File: src/bi_defines.svh
// Purpose: named constants of the boot and codec init supervisor
// Assumes: 200 MHz reference clock
// Notes: times are kept in their own units; cycle counts are derived
`ifndef BI_DEFINES_SVH
`define BI_DEFINES_SVH
// Clock rate and times
`define BI_CLK_KHZ     200000
`define BI_RST_HOLD_MS 250
`define BI_GAP_MS      50
`define BI_POLL_MS     5
`define BI_PD_MS       2
`define BI_BAUD        9600
`define BI_I2C_KHZ     100
// Widths
`define BI_TMR_W       26
`define BI_QC_W        10
// Failure count that marks a persistent bus fault
`define BI_FAIL_LIMIT  3'h3
// Codec bus address and registers
`define BI_CODEC_ADDR  7'h48
`define BI_ERR_REG     8'h0f
`define BI_INIT_REG0   8'h01
`define BI_INIT_VAL0   8'h00
`define BI_INIT_REG1   8'h02
`define BI_INIT_VAL1   8'h80
// Script item fields and first poll item
`define BI_F_LAST      11
`define BI_F_STOP      10
`define BI_F_START     9
`define BI_F_READ      8
`define BI_SCR_POLL    4'h6
`define BI_ACK_BIT     4'h8
// First burst character
`define BI_CHAR_STAR   8'h2a
`endif

File: src/bi_pkg.sv
// Purpose: types of the boot and codec init supervisor
// Assumes: bi_defines.svh on the include path
// Notes: none
`include "bi_defines.svh"
package bi_pkg;
  typedef enum logic [3:0] {
    M_RST, M_BURST1, M_GAP, M_PROMPT, M_PD, M_INIT, M_WAIT, M_POLL, M_ERR
  } bi_main_t;
  typedef enum logic [1:0] {I_IDLE, I_STA, I_BIT, I_STO} bi_i2c_t;
  typedef enum logic [1:0] {MSG_STARS, MSG_PROMPT, MSG_ERR} bi_msg_t;
  typedef logic [`BI_TMR_W-1:0] bi_tmr_t;
  typedef logic [`BI_QC_W-1:0]  bi_qc_t;
endpackage

File: src/bi_uart_tx.sv
// Purpose: 8N1 serial transmitter for the debug output
// Assumes: start_i only while busy_o is low
// Notes: line idles high
`timescale 1ns/1ps
module bi_uart_tx #(
  parameter int unsigned DIV = 20833
) (
  // Clock and reset
  input  wire logic       ref_clk_i,
  input  wire logic       rst_i,
  // Byte request
  input  wire logic       start_i,
  input  wire logic [7:0] data_i,
  output logic            busy_o,
  // Serial line
  output logic            tx_o
);
  logic [15:0] div_q, div_d;  // Bit period counter
  logic [3:0]  bit_q, bit_d;  // Steps left, zero when idle
  logic [9:0]  sh_q, sh_d;    // Frame shifter
  logic        tx_q, tx_d;    // Line level

  // Next frame state
  always_comb begin
    div_d = div_q;
    bit_d = bit_q;
    sh_d  = sh_q;
    tx_d  = tx_q;
    if (start_i && bit_q == 4'h0) begin
      sh_d  = {1'b1, data_i, 1'b0};
      bit_d = 4'hb;
      div_d = 16'h0;
    end else if (bit_q != 4'h0) begin
      if (div_q == 16'h0) begin
        // Next bit onto the line, ones fill behind
        tx_d  = sh_q[0];
        sh_d  = {1'b1, sh_q[9:1]};
        bit_d = bit_q - 4'h1;
        div_d = 16'(DIV - 1);
      end else begin
        div_d = div_q - 16'h1;
      end
    end
  end

  // Frame registers
  always_ff @(posedge ref_clk_i or posedge rst_i) begin
    if (rst_i) begin
      div_q <= 16'h0;
      bit_q <= 4'h0;
      sh_q  <= 10'h3ff;
      tx_q  <= 1'b1;
    end else begin
      div_q <= div_d;
      bit_q <= bit_d;
      sh_q  <= sh_d;
      tx_q  <= tx_d;
    end
  end

  assign busy_o = (bit_q != 4'h0);
  assign tx_o   = tx_q;
endmodule // bi_uart_tx

File: src/bi_boot_supervisor.sv
// Purpose: power-up supervisor: reset hold, boot prompt, 3.3 V enable,
//          codec reset, init and polling over a two-wire bus, mutes
// Assumes: 200 MHz ref_clk_i; bus pins are open drain, enable pulls low
// Notes: a supply drop at any time restarts the whole sequence
`timescale 1ns/1ps
`include "bi_defines.svh"
// Notes on behaviour
// - two asterisks right after reset release
// - boot prompt about 50 ms later
// - afterwards debug output carries only error codes
// - hold reset 250 ms after supply stable
// - runs from a stable reference clock
// - 3.3 V inhibited until boot succeeds
// - pulse codec power-down low a few ms
// - write codec configuration registers over bus
// - read codec error status every 5 ms
// - persistent bus failure sends error code
// - detect low means digital input present
// - three mute lines, low mutes group
module bi_boot_supervisor #(
  parameter int unsigned RST_HOLD = `BI_RST_HOLD_MS * `BI_CLK_KHZ,
  parameter int unsigned GAP      = `BI_GAP_MS * `BI_CLK_KHZ,
  parameter int unsigned POLL     = `BI_POLL_MS * `BI_CLK_KHZ,
  parameter int unsigned PD       = `BI_PD_MS * `BI_CLK_KHZ,
  parameter int unsigned BAUD_DIV = `BI_CLK_KHZ * 1000 / `BI_BAUD,
  parameter int unsigned QTR      = `BI_CLK_KHZ / (`BI_I2C_KHZ * 4), // Quarter bus bit
  parameter logic [55:0] PROMPT   = "#BOOT01", // Arbitrary prompt value
  parameter logic [15:0] ERR_CODE = "!E"       // Arbitrary error code
) (
  // Clock and reset
  input  wire logic       ref_clk_i,
  input  wire logic       rst_i,
  // Board pins in
  input  wire logic       supply_ok_i,
  input  wire logic       dig_detect_n_i,
  input  wire logic       sda_i,
  input  wire logic [2:0] unmute_req_i,
  // Supervisory outputs
  output logic            ctrl_rst_n_o,
  output logic            debug_serial_out_o,
  output logic            reg_inhibit_o,
  output logic            codec_pd_n_o,
  output logic [2:0]      amp_unmute_o,
  output logic            dig_in_present_o,
  output logic [7:0]      codec_status_o,
  output logic            i2c_fault_o,
  // Two-wire bus pins
  output logic            scl_o,
  output logic            scl_oe_o,
  output logic            sda_o,
  output logic            sda_oe_o
);
  localparam logic [2:0]  PLEN = 3'($bits(PROMPT) / 8);
  localparam logic [2:0]  ELEN = 3'($bits(ERR_CODE) / 8);

  logic [2:0] s1_q, s2_q;           // Pin synchroniser {sda, det_n, sup}
  bi_pkg::bi_main_t st_q, st_d;     // Sequence state
  bi_pkg::bi_tmr_t  tmr_q, tmr_d;   // Shared down timer
  bi_pkg::bi_msg_t  msg_q, msg_d;   // Message being sent
  logic [2:0] pos_q, pos_d;         // Characters sent
  logic crst_n_q, crst_n_d;         // Controller reset line
  logic inh_q, inh_d;               // Regulator inhibit
  logic pd_n_q, pd_n_d;             // Codec power-down
  logic done_q, done_d;             // Codec initialised
  logic [2:0] fail_q, fail_d;       // Consecutive bus failures
  logic flt_q, flt_d;               // Persistent fault
  logic sent_q, sent_d;             // Error code already sent
  logic [7:0] stat_q, stat_d;       // Last error status read
  logic [2:0] mute_q, mute_d;       // Mute lines
  logic det_q, det_d;               // Digital input present
  bi_pkg::bi_i2c_t ist_q, ist_d;    // Bus engine state
  logic [1:0] q_q, q_d;             // Quarter bit phase
  bi_pkg::bi_qc_t qc_q, qc_d;       // Quarter bit counter
  logic [3:0] b_q, b_d;             // Bit in byte, 8 is ack
  logic [7:0] sh_q, sh_d;           // Byte shifter
  logic [3:0] idx_q, idx_d;         // Script item
  logic scl_oe_q, scl_oe_d;         // Clock pulled low
  logic sda_oe_q, sda_oe_d;         // Data pulled low
  logic nack_q, nack_d;             // Missing ack in transfer
  logic sup_ok, det_n, sda_s;       // Synchronised pins
  logic tx_go, tx_busy, xdone, adv; // Strobes
  logic txing, mfin, run;
  logic [2:0] mlen;
  logic [7:0] chr;
  logic [11:0] item, nxt;

  // Bus script: {last, stop, start, read, byte}
  function automatic logic [11:0] scr(input logic [3:0] i);
    case (i)
      4'h0:    scr = {4'h2, `BI_CODEC_ADDR, 1'b0};
      4'h1:    scr = {4'h0, `BI_INIT_REG0};
      4'h2:    scr = {4'h4, `BI_INIT_VAL0};
      4'h3:    scr = {4'h2, `BI_CODEC_ADDR, 1'b0};
      4'h4:    scr = {4'h0, `BI_INIT_REG1};
      4'h5:    scr = {4'hc, `BI_INIT_VAL1};
      4'h6:    scr = {4'h2, `BI_CODEC_ADDR, 1'b0};
      4'h7:    scr = {4'h4, `BI_ERR_REG};
      4'h8:    scr = {4'h2, `BI_CODEC_ADDR, 1'b1};
      default: scr = {4'hd, 8'hff};
    endcase
  endfunction

  // Two flip-flops ahead of the data, detect and supply pin logic; unmute_req_i is not synchronised
  always_ff @(posedge ref_clk_i or posedge rst_i) begin
    if (rst_i) begin
      s1_q <= 3'h6;
      s2_q <= 3'h6;
    end else begin
      s1_q <= {sda_i, dig_detect_n_i, supply_ok_i};
      s2_q <= s1_q;
    end
  end
  assign {sda_s, det_n, sup_ok} = s2_q;

  // Message length and current character
  always_comb begin
    case (msg_q)
      bi_pkg::MSG_STARS: begin
        mlen = 3'h2;
        chr  = `BI_CHAR_STAR;
      end
      bi_pkg::MSG_PROMPT: begin
        mlen = PLEN;
        chr  = PROMPT[8*(PLEN-1-pos_q) +: 8];
      end
      default: begin
        mlen = ELEN;
        chr  = ERR_CODE[8*(ELEN-1-pos_q) +: 8];
      end
    endcase
  end
  assign txing = (st_q == bi_pkg::M_BURST1) || (st_q == bi_pkg::M_PROMPT) ||
                 (st_q == bi_pkg::M_ERR);
  assign mfin  = txing && (pos_q == mlen) && !tx_busy;
  assign tx_go = txing && (pos_q != mlen) && !tx_busy;
  assign run   = (st_q == bi_pkg::M_INIT) || (st_q == bi_pkg::M_POLL);
  assign item  = scr(idx_q);
  assign nxt   = scr(idx_q + 4'h1);

  // Next state of sequence and bus engine
  always_comb begin
    st_d = st_q;  tmr_d = tmr_q;  msg_d = msg_q;  pos_d = pos_q;
    crst_n_d = crst_n_q;  inh_d = inh_q;  pd_n_d = pd_n_q;
    done_d = done_q;  fail_d = fail_q;  flt_d = flt_q;  sent_d = sent_q;
    stat_d = stat_q;  ist_d = ist_q;  q_d = q_q;  qc_d = qc_q;  b_d = b_q;
    sh_d = sh_q;  idx_d = idx_q;  scl_oe_d = scl_oe_q;  sda_oe_d = sda_oe_q;
    nack_d = nack_q;  xdone = 1'b0;  adv = 1'b0;
    det_d = !det_n;
    // groups stay muted until the codec is up
    mute_d = done_q ? unmute_req_i : 3'h0;
    if (tx_go) begin
      pos_d = pos_q + 3'h1;
    end
    if (run) begin
      if (ist_q == bi_pkg::I_IDLE) begin
        ist_d  = item[`BI_F_START] ? bi_pkg::I_STA : bi_pkg::I_BIT;
        sh_d   = item[7:0];
        b_d    = 4'h0;
        q_d    = 2'h0;
        nack_d = 1'b0;
        qc_d   = bi_pkg::bi_qc_t'(QTR - 1);
      end else if (qc_q != '0) begin
        qc_d = qc_q - 1'b1;
      end else begin
        qc_d = bi_pkg::bi_qc_t'(QTR - 1);
        q_d  = q_q + 2'h1;
        case (ist_q)
          bi_pkg::I_STA: begin
            // Data falls while the clock is high
            if (q_q == 2'h0) begin
              sda_oe_d = 1'b0;
              scl_oe_d = 1'b0;
            end else if (q_q == 2'h2) begin
              sda_oe_d = 1'b1;
            end else if (q_q == 2'h3) begin
              scl_oe_d = 1'b1;
              ist_d    = bi_pkg::I_BIT;
            end
          end
          bi_pkg::I_BIT: begin
            if (q_q == 2'h0) begin
              sda_oe_d = (b_q < `BI_ACK_BIT) && !item[`BI_F_READ] && !sh_q[7];
            end else if (q_q == 2'h1) begin
              scl_oe_d = 1'b0;
            end else if (q_q == 2'h2) begin
              // Shift out and in together; ack bit checks the codec
              if (b_q < `BI_ACK_BIT) begin
                sh_d = {sh_q[6:0], sda_s};
              end else if (!item[`BI_F_READ] && sda_s) begin
                nack_d = 1'b1;
              end
            end else begin
              scl_oe_d = 1'b1;
              b_d      = b_q + 4'h1;
              if (b_q == `BI_ACK_BIT) begin
                if (item[`BI_F_STOP]) begin
                  ist_d = bi_pkg::I_STO;
                end else begin
                  adv = 1'b1;
                end
              end
            end
          end
          bi_pkg::I_STO: begin
            // Data rises while the clock is high
            if (q_q == 2'h0) begin
              sda_oe_d = 1'b1;
            end else if (q_q == 2'h1) begin
              scl_oe_d = 1'b0;
            end else if (q_q == 2'h2) begin
              sda_oe_d = 1'b0;
            end else if (item[`BI_F_LAST]) begin
              ist_d = bi_pkg::I_IDLE;
              xdone = 1'b1;
            end else begin
              adv = 1'b1;
            end
          end
          default: ist_d = bi_pkg::I_IDLE;
        endcase
        if (adv) begin
          idx_d = idx_q + 4'h1;
          sh_d  = nxt[7:0];
          b_d   = 4'h0;
          ist_d = nxt[`BI_F_START] ? bi_pkg::I_STA : bi_pkg::I_BIT;
        end
      end
    end
    // Sequence
    case (st_q)
      bi_pkg::M_RST: begin
        crst_n_d = 1'b0;
        if (tmr_q == '0) begin
          crst_n_d = 1'b1;
          st_d     = bi_pkg::M_BURST1;
          msg_d    = bi_pkg::MSG_STARS;
          pos_d    = 3'h0;
        end else begin
          tmr_d = tmr_q - 1'b1;
        end
      end
      bi_pkg::M_BURST1: begin
        if (mfin) begin
          st_d  = bi_pkg::M_GAP;
          tmr_d = bi_pkg::bi_tmr_t'(GAP - 1);
        end
      end
      bi_pkg::M_GAP: begin
        if (tmr_q == '0) begin
          st_d  = bi_pkg::M_PROMPT;
          msg_d = bi_pkg::MSG_PROMPT;
          pos_d = 3'h0;
        end else begin
          tmr_d = tmr_q - 1'b1;
        end
      end
      bi_pkg::M_PROMPT: begin
        if (mfin) begin
          // boot done, ground the inhibit node
          inh_d  = 1'b0;
          pd_n_d = 1'b0;
          st_d   = bi_pkg::M_PD;
          tmr_d  = bi_pkg::bi_tmr_t'(PD - 1);
        end
      end
      bi_pkg::M_PD: begin
        // init follows the end of the pulse
        if (tmr_q == '0) begin
          pd_n_d = 1'b1;
          st_d   = bi_pkg::M_INIT;
          idx_d  = 4'h0;
        end else begin
          tmr_d = tmr_q - 1'b1;
        end
      end
      bi_pkg::M_WAIT: begin
        // poll period; retry init while not done
        if (tmr_q == '0) begin
          if (done_q) begin
            st_d  = bi_pkg::M_POLL;
            idx_d = `BI_SCR_POLL;
          end else begin
            pd_n_d = 1'b0;
            st_d   = bi_pkg::M_PD;
            tmr_d  = bi_pkg::bi_tmr_t'(PD - 1);
          end
        end else begin
          tmr_d = tmr_q - 1'b1;
        end
      end
      bi_pkg::M_INIT, bi_pkg::M_POLL: begin
        if (xdone) begin
          st_d  = bi_pkg::M_WAIT;
          tmr_d = bi_pkg::bi_tmr_t'(POLL - 1);
          if (!nack_q) begin
            fail_d = 3'h0;
            flt_d  = 1'b0;
            sent_d = 1'b0;
            if (st_q == bi_pkg::M_INIT) begin
              done_d = 1'b1;
            end else begin
              stat_d = sh_q;
            end
          end else begin
            if (fail_q != `BI_FAIL_LIMIT) begin
              fail_d = fail_q + 3'h1;
            end
            if (fail_q + 3'h1 >= `BI_FAIL_LIMIT) begin
              flt_d = 1'b1;
              if (!sent_q) begin
                sent_d = 1'b1;
                st_d   = bi_pkg::M_ERR;
                msg_d  = bi_pkg::MSG_ERR;
                pos_d  = 3'h0;
              end
            end
          end
        end
      end
      bi_pkg::M_ERR: begin
        if (mfin) begin
          st_d  = bi_pkg::M_WAIT;
          tmr_d = bi_pkg::bi_tmr_t'(POLL - 1);
        end
      end
      default: st_d = bi_pkg::M_RST;
    endcase
    // supply loss restarts; regulator off again
    if (!sup_ok) begin
      st_d = bi_pkg::M_RST;  tmr_d = bi_pkg::bi_tmr_t'(RST_HOLD - 1);
      crst_n_d = 1'b0;  inh_d = 1'b1;  pd_n_d = 1'b1;  done_d = 1'b0;
      ist_d = bi_pkg::I_IDLE;  scl_oe_d = 1'b0;  sda_oe_d = 1'b0;
    end
  end

  // Sequence and bus registers
  // one reference clock drives all
  always_ff @(posedge ref_clk_i or posedge rst_i) begin
    if (rst_i) begin
      st_q <= bi_pkg::M_RST;  tmr_q <= bi_pkg::bi_tmr_t'(RST_HOLD - 1);
      msg_q <= bi_pkg::MSG_STARS;  pos_q <= 3'h0;  crst_n_q <= 1'b0;
      inh_q <= 1'b1;  pd_n_q <= 1'b1;  done_q <= 1'b0;  fail_q <= 3'h0;
      flt_q <= 1'b0;  sent_q <= 1'b0;  stat_q <= 8'h0;  mute_q <= 3'h0;
      det_q <= 1'b0;  ist_q <= bi_pkg::I_IDLE;  q_q <= 2'h0;  qc_q <= '0;
      b_q <= 4'h0;  sh_q <= 8'h0;  idx_q <= 4'h0;  scl_oe_q <= 1'b0;
      sda_oe_q <= 1'b0;  nack_q <= 1'b0;
    end else begin
      st_q <= st_d;  tmr_q <= tmr_d;  msg_q <= msg_d;  pos_q <= pos_d;
      crst_n_q <= crst_n_d;  inh_q <= inh_d;  pd_n_q <= pd_n_d;
      done_q <= done_d;  fail_q <= fail_d;  flt_q <= flt_d;
      sent_q <= sent_d;  stat_q <= stat_d;  mute_q <= mute_d;
      det_q <= det_d;  ist_q <= ist_d;  q_q <= q_d;  qc_q <= qc_d;
      b_q <= b_d;  sh_q <= sh_d;  idx_q <= idx_d;  scl_oe_q <= scl_oe_d;
      sda_oe_q <= sda_oe_d;  nack_q <= nack_d;
    end
  end

  // Debug serial transmitter
  bi_uart_tx #(.DIV(BAUD_DIV)) u_tx (
    .ref_clk_i (ref_clk_i),
    .rst_i     (rst_i),
    .start_i   (tx_go),
    .data_i    (chr),
    .busy_o    (tx_busy),
    .tx_o      (debug_serial_out_o)
  );

  // Outputs
  assign ctrl_rst_n_o     = crst_n_q;
  assign reg_inhibit_o    = inh_q;
  assign codec_pd_n_o     = pd_n_q;
  assign amp_unmute_o     = mute_q;
  assign dig_in_present_o = det_q;
  assign codec_status_o   = stat_q;
  assign i2c_fault_o      = flt_q;
  assign scl_o            = 1'b0;
  assign sda_o            = 1'b0;
  assign scl_oe_o         = scl_oe_q;
  assign sda_oe_o         = sda_oe_q;

  // Helper: cycles of stable supply
  bi_pkg::bi_tmr_t ok_cnt_q;
  always_ff @(posedge ref_clk_i or posedge rst_i) begin
    if (rst_i) begin
      ok_cnt_q <= '0;
    end else begin
      ok_cnt_q <= !sup_ok ? '0 : (&ok_cnt_q ? ok_cnt_q : ok_cnt_q + 1'b1);
    end
  end
endmodule // bi_boot_supervisor

File: config.mk
export PLATFORM = sky130hd
export DESIGN_NAME = bi_boot_supervisor
export DESIGN_NICKNAME = d
export VERILOG_FILES = /design/src/bi_pkg.sv /design/src/bi_uart_tx.sv /design/src/bi_boot_supervisor.sv
export VERILOG_INCLUDE_DIRS = /design/src
export SDC_FILE = /design/constraint.sdc
export NUM_CORES = 1
export LEC_CHECK = 0
export BUFFER_PORTS_ARGS = -buffer_cell sky130_fd_sc_hd__buf_2
export CORE_ASPECT_RATIO = 0.6
export CORE_UTILIZATION = 60
export CTS_BUF_LIST = sky130_fd_sc_hd__clkbuf_2 sky130_fd_sc_hd__clkbuf_4 sky130_fd_sc_hd__clkbuf_8
export CTS_CLUSTER_SIZE = 28
export DETAILED_ROUTE_END_ITERATION = 6
export PLACE_DENSITY = 0.78
export SLEW_MARGIN = 20
export SYNTH_ARGS = -nofsm -noshare
export SYNTH_HDL_FRONTEND = slang
export SYNTH_SLANG_ARGS = --single-unit
File: constraint.sdc
create_clock -name ref_clk_i -period 4.7 [get_ports ref_clk_i]
set_input_delay 0.47 -clock ref_clk_i [delete_from_list [all_inputs] [get_ports ref_clk_i]]
set_output_delay 0.47 -clock ref_clk_i [all_outputs]
set_load 0.05 [all_outputs]
==> results of run 1 <==
-- how the worst min path moves through the flow --
stage | cells past startpoint | slack (ns) | to
after global placement | 0 | 0.34 | s2_q[0]
after floorplan | 0 | 0.33 | s2_q[0]
after global routing | 1 | 0.11 | s1_q[2]
final | 1 | 0.13 | s1_q[2]
after CTS | 1 | 0.12 | s1_q[2]
after detailed placement | 0 | 0.34 | s2_q[0]
-- cell usage in the layout (no fill, tap or decap), types with 6 or more instances in the layout --
cell      instances
nand2_1          71
and3_1            7
mux2i_1          24
mux2_2           13
dfstp_2          34
xnor2_1           9
or3_1            11
or4_1             6
nand3_1          23
nand3b_1          7
nor4b_1           8
nor4_1           17
or2_2             6
o211ai_1         10
o311ai_0          6
buf_4             9
o21ai_0          54
buf_2            26
dfrtp_1          90
nor2b_1           8
clkbuf_8         18
nand4_1          12
o22ai_1           6
ha_1             32
a21o_1            8
o221ai_1          9
a211oi_1          9
nor3_1           31
inv_1            42
and2_1           10
a21oi_1          54
nand2b_1          8
nor2_1           64
a31oi_1          14
o31ai_1          10
-- sequential cells by signal, summed over array words and instances (netlist names), 4 cells and up --
register / count
u_tx.bit_q: 4
sh_q: 8
codec_status_o: 8
u_tx.div_q: 16
tmr_q: 26
qc_q: 10
u_tx.sh_q: 9
b_q: 4
st_q: 4
idx_q: 4
-- per-layer routing --
metal / global-route usage, % / vias up
met3: 6.79 / 56
met5: 0.714 / -
met2: 45.5 / 413
met1: 44.9 / 3295
li1: - / 3102
met4: 10.6 / 0
-- kinds of logic (layout without fill, tap and decap cells) --
kind of cell	after synthesis	in the layout	share of synthesized area (%)
AND/OR/NAND/NOR	304	304	21.0
AO/OA/AOI/OAI	236	236	20.8
flip-flops	124	124	41.6
buffers and inverters	93	111	4.84
multiplexers	37	37	5.12
adder cells (fa/ha/maj)	32	32	5.30
XOR/XNOR	11	11	1.28
other	1	2	0.0496
-- metrics by stage --
stage,area (µm²),cells,hold slack [ns],util [%]
5_1_grt,8210,1022,0.106,67.4
3_5_place_dp,7770,990,0.340,63.8
4_1_cts,8190,1022,0.116,67.3
6_report,8210,1022,0.129,67.4
3_3_place_gp,7770,990,0.336,63.8
2_1_floorplan,7560,839,0.331,-
-- power breakdown --
part	switching, mW	internal, mW	total, mW
sequential	0.00297	1.08	1.08
clock	0.460	0.548	1.01
combinational	0.0432	0.0104	0.0536
total	0.506	1.63	2.14
-- worst max-delay path: stages, from the launching register on --
cell and delay, ns:
dfrtp_1 0.43, nor4_1 0.61, nand4_2 0.52, or3_1 0.65
and2_1 0.36, a21oi_2 0.59, o221ai_1 0.23
-- area by class of cell --
class                   count  area (µm²)  share of cell area, %
inverters                  44         170                   2.07
flip-flops and latches    124        3150                   38.3
clock buffers              19         255                   3.11
clock inverters            13         168                   2.04
repair buffers             35         198                   2.41
well taps                 165         206                   2.52
multi-input cells         622        4070                   49.5
==> results.py, run 1 <==
metrics = {
    "route": {
        "wl_met2_um": 8090,
        "highest_layer": "met4",
        "dr_wl_met3_um": 1980,
        "ant_nets": 0,
        "vias_per_cell": 6.72,
        "wl_met1_um": 8750,
        "wire_per_inst_um": 18.8,
        "drt-initial-drc-count": 658,
        "dr_total_vias": 6866,
        "drc_errors": 0,
        "dr.pass1.iters": 5,
        "postRouteWirelength_um": 19200,
    },
    "synth": {
        "synthMostInstantiatedCell": "dfrtp_1",
        "synthTopCellsByArea": "dfrtp_1, dfstp_2, ha_1",
        "synthDominantCellAreaShare_pct": 29.8,
        "ys_seq_area_share_pct": 41.6,
        "syn_area_mm2": 0.00756,
        "async_flop_share_pct": 100,
        "synth.top_cells.by_count": "dfrtp_1, nand2_1, nor2_1",
        "synthCells": 838,
        "synth_edf_count": 0,
        "yosys.area.top_type": "dfrtp_1",
        "yosysWarnings": 0,
        "synth_ff_type": "dfrtp_1",
        "synth.distinct_cells": 75,
        "ys_seq_elements": 124,
        "syn_area_per_cell_um2": 9.02,
    },
    "flow_run": {
        "drv_cap": 0,
    },
    "floorplan": {
        "start_util_pct": 62.0,
        "dieArea_mm2": 0.0131,
        "dieHeight_um": 88.9,
        "coreArea_mm2": 0.0122,
        "die_x_um": 147,
        "row_count": 31,
        "ios": 29,
    },
    "timing": {
        "slew_violations": 0,
        "relSlewSlack_pct": 30.5,
        "fmax_mhz": 285,
        "tightest_slew_ns": 1.04,
        "finalWorstSetupSlack_ns": 1.19,
        "skew_ns": 0.0167,
        "fin_crit_sh_pct": 74.6,
        "finalSetupViolations": 0,
        "rsz0062_at_grt": "no",
        "period_minus_slack_ns": 3.51,
        "finalHoldViolations": 0,
        "finalSetupTns_ns": 0,
    },
    "clocking": {
        "clock_latency_ns": 0.45,
        "cts_hold_buf": 0,
        "cts_resized": 0,
        "cts_tree": "built",
        "root_buffer": "clkbuf_8",
        "cts.sinks": 124,
        "cts_setup_buffers": 0,
        "htreeDepth": 4,
        "clk_pin_slew_ns": 0.07,
        "clockBufferDepth": 2,
        "cts_buffers": 17,
    },
    "outcome": {
        "outcome": "complete, no violations",
    },
    "power_and_ir_drop": {
        "p_leak_nw": 3.61,
        "p_total_mw": 2.14,
        "power_density_mw_per_mm2": 261,
        "ir_drop_mv": 0.210,
    },
    "global_route": {
        "grt_pass1_vias": 6273,
        "antenna_found_initial": 0,
        "grt_max_degree": 86,
        "grt_remaining_overflow": 0,
        "grt_pass1_wl_um": 31700,
        "grt_usage_pct": 30.8,
    },
    "placed_design": {
        "place_congestion": 0.970,
        "hpwl_um": 13300,
        "place_ws_ns": 1.39,
        "portBuffers": 26,
    },
    "finish": {
        "area_growth_pct": 8.63,
        "diodes": 0,
        "final_nets": 884,
        "drive_gt1_share_pct": 16.2,
        "n_fill_cell": 964,
    },
    "worst_setup_path": {
        "cp_max_fo": 18,
        "rr_startpoint": "tmr_q[9]",
        "cp-endpoint": "tmr_q[6]",
        "crit_arrival_ns": 3.84,
        "crit_required_ns": 5.03,
        "setup.worst_path.start": "tmr_q[9]",
        "r2r_slack_ns": 1.19,
        "r2r-end": "tmr_q[6]",
        "startpoint_type": "flop",
        "setup.worst_path.end_class": "flop",
        "reg2reg_depth": 6,
        "setup.worst_path.class": "reg -> reg",
    },
    "min_path": {
        "worstHoldStart": "sda_i",
        "hold_path.class": "in -> reg",
    },
}
Power figures use the tool's default switching activity.
==> run 2: changes to the inputs <==
--- a/config.mk
+++ b/config.mk
@@ -6,6 +6,7 @@
 export SDC_FILE = /design/constraint.sdc
 export NUM_CORES = 1
 export LEC_CHECK = 0
+export ABC_AREA = 1
 export BUFFER_PORTS_ARGS = -buffer_cell sky130_fd_sc_hd__buf_2
 export CORE_ASPECT_RATIO = 0.6
 export CORE_UTILIZATION = 60
==> constraint.sdc (replaced) <==
create_clock -name ref_clk_i -period 3.4 [get_ports ref_clk_i]
set_input_delay 0.34 -clock ref_clk_i [delete_from_list [all_inputs] [get_ports ref_clk_i]]
set_output_delay 0.34 -clock ref_clk_i [all_outputs]
set_load 0.05 [all_outputs]
==> results.py, run 2 <==
metrics = {
    "clocking": {
        "clk_pin_slew_ns": 0.07,
        "clock_latency_ns": 0.46,
        "cts_resized": 0,
        "cts_buffers": 17,
        "htreeDepth": 4,
        "cts.sinks": 124,
        "cts_tree": "built",
        "clockBufferDepth": 2,
        "root_buffer": "clkbuf_8",
    },
    "finish": {
        "mostFrequentLayoutCell": "nand2_1",
        "final_core_utilization_pct": 67.0,
        "reg_top3": "tmr_q x26, u_tx.div_q x16, qc_q x10",
        "layout_common_cells": "nand2_1, nor2_1, inv_1",
        "final_nets": 1144,
        "largest_reg_flops": 26,
        "fin_area_mm2": 0.00864,
        "largest-register": "tmr_q",
        "area_growth_pct": 8.84,
        "diodes": 0,
        "final_cell_count_no_fill": 1286,
        "drive_gt1_share_pct": 15.4,
        "n_fill_cell": 1110,
    },
    "worst_setup_path": {
        "setup.worst_path.start": "st_q[3]",
        "cp_max_fo": 12,
        "path_cells": "inv_1, nand2_2, nor2_2, nand2_1, inv_2, nand2_2, nor2_2, nand2_1, nand2_1, nand2_1",
        "path_buf_inv": 2,
        "setup.worst_path.end_class": "flop",
        "critPathTopFamily": "simple AND/OR/NAND/NOR gates",
        "path_depth": 10,
        "crit_required_ns": 3.74,
        "r2r-end": "codec_status_o[1]",
        "cp_common_cell": "nand2_1",
        "cp-endpoint": "codec_status_o[1]",
        "crit_arrival_ns": 2.80,
        "reg2reg_depth": 10,
        "slowest_stage": "dfrtp_1",
        "r2r_slack_ns": 0.94,
        "setup.worst_path.class": "reg -> reg",
        "rr_startpoint": "st_q[3]",
        "slowest_delay_ns": 0.43,
        "startpoint_type": "flop",
    },
    "synth": {
        "ys_seq_area_share_pct": 39.6,
        "yosys.area.top_type": "dfrtp_1",
        "synth_edf_count": 0,
        "ys_seq_elements": 124,
        "synth_ff_type": "dfrtp_1",
        "yosysWarnings": 0,
        "synthMostInstantiatedCell": "nand2_1",
        "synthTopCellsByArea": "dfrtp_1, nand2_1, dfstp_2",
        "syn_area_mm2": 0.00794,
        "synth.distinct_cells": 56,
        "synth.top_cells.by_count": "nand2_1, nor2_1, inv_1",
        "syn_area_per_cell_um2": 7.41,
        "synthCells": 1071,
        "synthDominantCellAreaShare_pct": 28.4,
        "async_flop_share_pct": 100,
    },
    "min_path": {
        "hold_path.class": "in -> reg",
    },
    "route": {
        "wire_per_inst_um": 14.9,
        "drc_errors": 0,
        "dr_total_vias": 7179,
        "ant_nets": 0,
        "vias_per_cell": 5.58,
        "dr.pass1.iters": 7,
        "drt-initial-drc-count": 824,
        "postRouteWirelength_um": 19200,
    },
    "floorplan": {
        "die_x_um": 151,
        "row_count": 32,
        "coreArea_mm2": 0.0129,
        "ios": 29,
        "start_util_pct": 61.6,
        "dieArea_mm2": 0.0137,
        "dieHeight_um": 91.1,
    },
    "placed_design": {
        "place_congestion": 0.937,
        "place_ws_ns": 0.999,
        "place_area_mm2": 0.00819,
        "portBuffers": 26,
        "hpwl_um": 14000,
        "dp_cells": 1251,
    },
    "global_route": {
        "grt_pass1_vias": 6468,
        "grt_pass1_wl_um": 32500,
        "grt_max_degree": 101,
        "antenna_found_initial": 0,
        "grt_usage_pct": 30.4,
        "grt_remaining_overflow": 0,
    },
    "timing": {
        "tightest_slew_ns": 0.600,
        "fmax_mhz": 407,
        "slew_violations": 0,
        "finalSetupTns_ns": 0,
        "relSlewSlack_pct": 59.9,
        "finalHoldViolations": 0,
        "fin_crit_sh_pct": 72.3,
        "finalSetupViolations": 0,
        "period_minus_slack_ns": 2.46,
        "holdWs_ns": 0.0803,
        "skew_ns": 0.0226,
        "rsz0062_at_grt": "no",
        "finalWorstSetupSlack_ns": 0.943,
    },
    "power_and_ir_drop": {
        "power_density_mw_per_mm2": 694,
        "p_leak_nw": 4.27,
        "ir_drop_mv": 0.337,
        "p_total_mw": 6.00,
    },
    "outcome": {
        "outcome": "complete, no violations",
    },
    "flow_run": {
        "drv_cap": 0,
    },
}
==> run 2: worst reg2reg max path, cell delays in order (launching register included) <==
cell and delay, ns:
dfrtp_1 0.43, inv_1 0.10, nand2_2 0.08, nor2_2 0.41, nand2_1 0.13, inv_2 0.15, nand2_2 0.14, nor2_2 0.42
nand2_1 0.30, nand2_1 0.13, nand2_1 0.05
==> run 2: cell type report <==
cell class | instances | area, µm² | share of cell area [%]
inverters | 123 | 468 | 5.41
multi-input cells | 804 | 4190 | 48.5
clock inverters | 11 | 144 | 1.66
flip-flops and latches | 124 | 3150 | 36.4
repair buffers | 34 | 213 | 2.46
well taps | 170 | 213 | 2.46
clock buffers | 20 | 269 | 3.11
==> run 2: cells by family after synthesis <==
logic type               after synthesis  synth area share (%)
AND/OR/NAND/NOR                      599                  33.9
buffers and inverters                144                  7.66
AO/OA/AOI/OAI                        142                  10.5
flip-flops                           124                  39.6
adder cells (fa/ha/maj)               32                  5.04
XOR/XNOR                              29                  3.20
other                                  1                0.0472
==> run 2: power breakdown <==
group | switching (mW) | leakage, nW | internal (mW)
logic | 1.50 | 2.51 | 0.729
registers | 0.401 | 1.55 | 1.98
clock network | 0.626 | 0.200 | 0.765
==> run 2: timing repair <==
item / CTS / global route
hold buffers: 4 / 0
hold endpoints to repair: 27 / 0
buffers inserted: 0 / 0
==> run 2: worst min path at each step <==
stage,start,to,slack (ns),depth (start not counted)
detailed placement,s1_q[0],s2_q[0],0.35,0
finish,unmute_req_i[1],amp_unmute_o[1],0.08,3
global route,unmute_req_i[1],amp_unmute_o[1],0.07,3
floorplan,s1_q[0],s2_q[0],0.33,0
global placement,s1_q[0],s2_q[0],0.33,0
CTS,unmute_req_i[1],amp_unmute_o[1],0.07,3
==> run 2: layer usage <==
layer  track usage [%]  vias up  share of wire [%]
li1                  -     3529                  -
met1              49.3     3283                 52
met2              38.3      343                 37
met3              8.49       24                 10
met4              7.66        0                1.2
met5                 0        -                  0
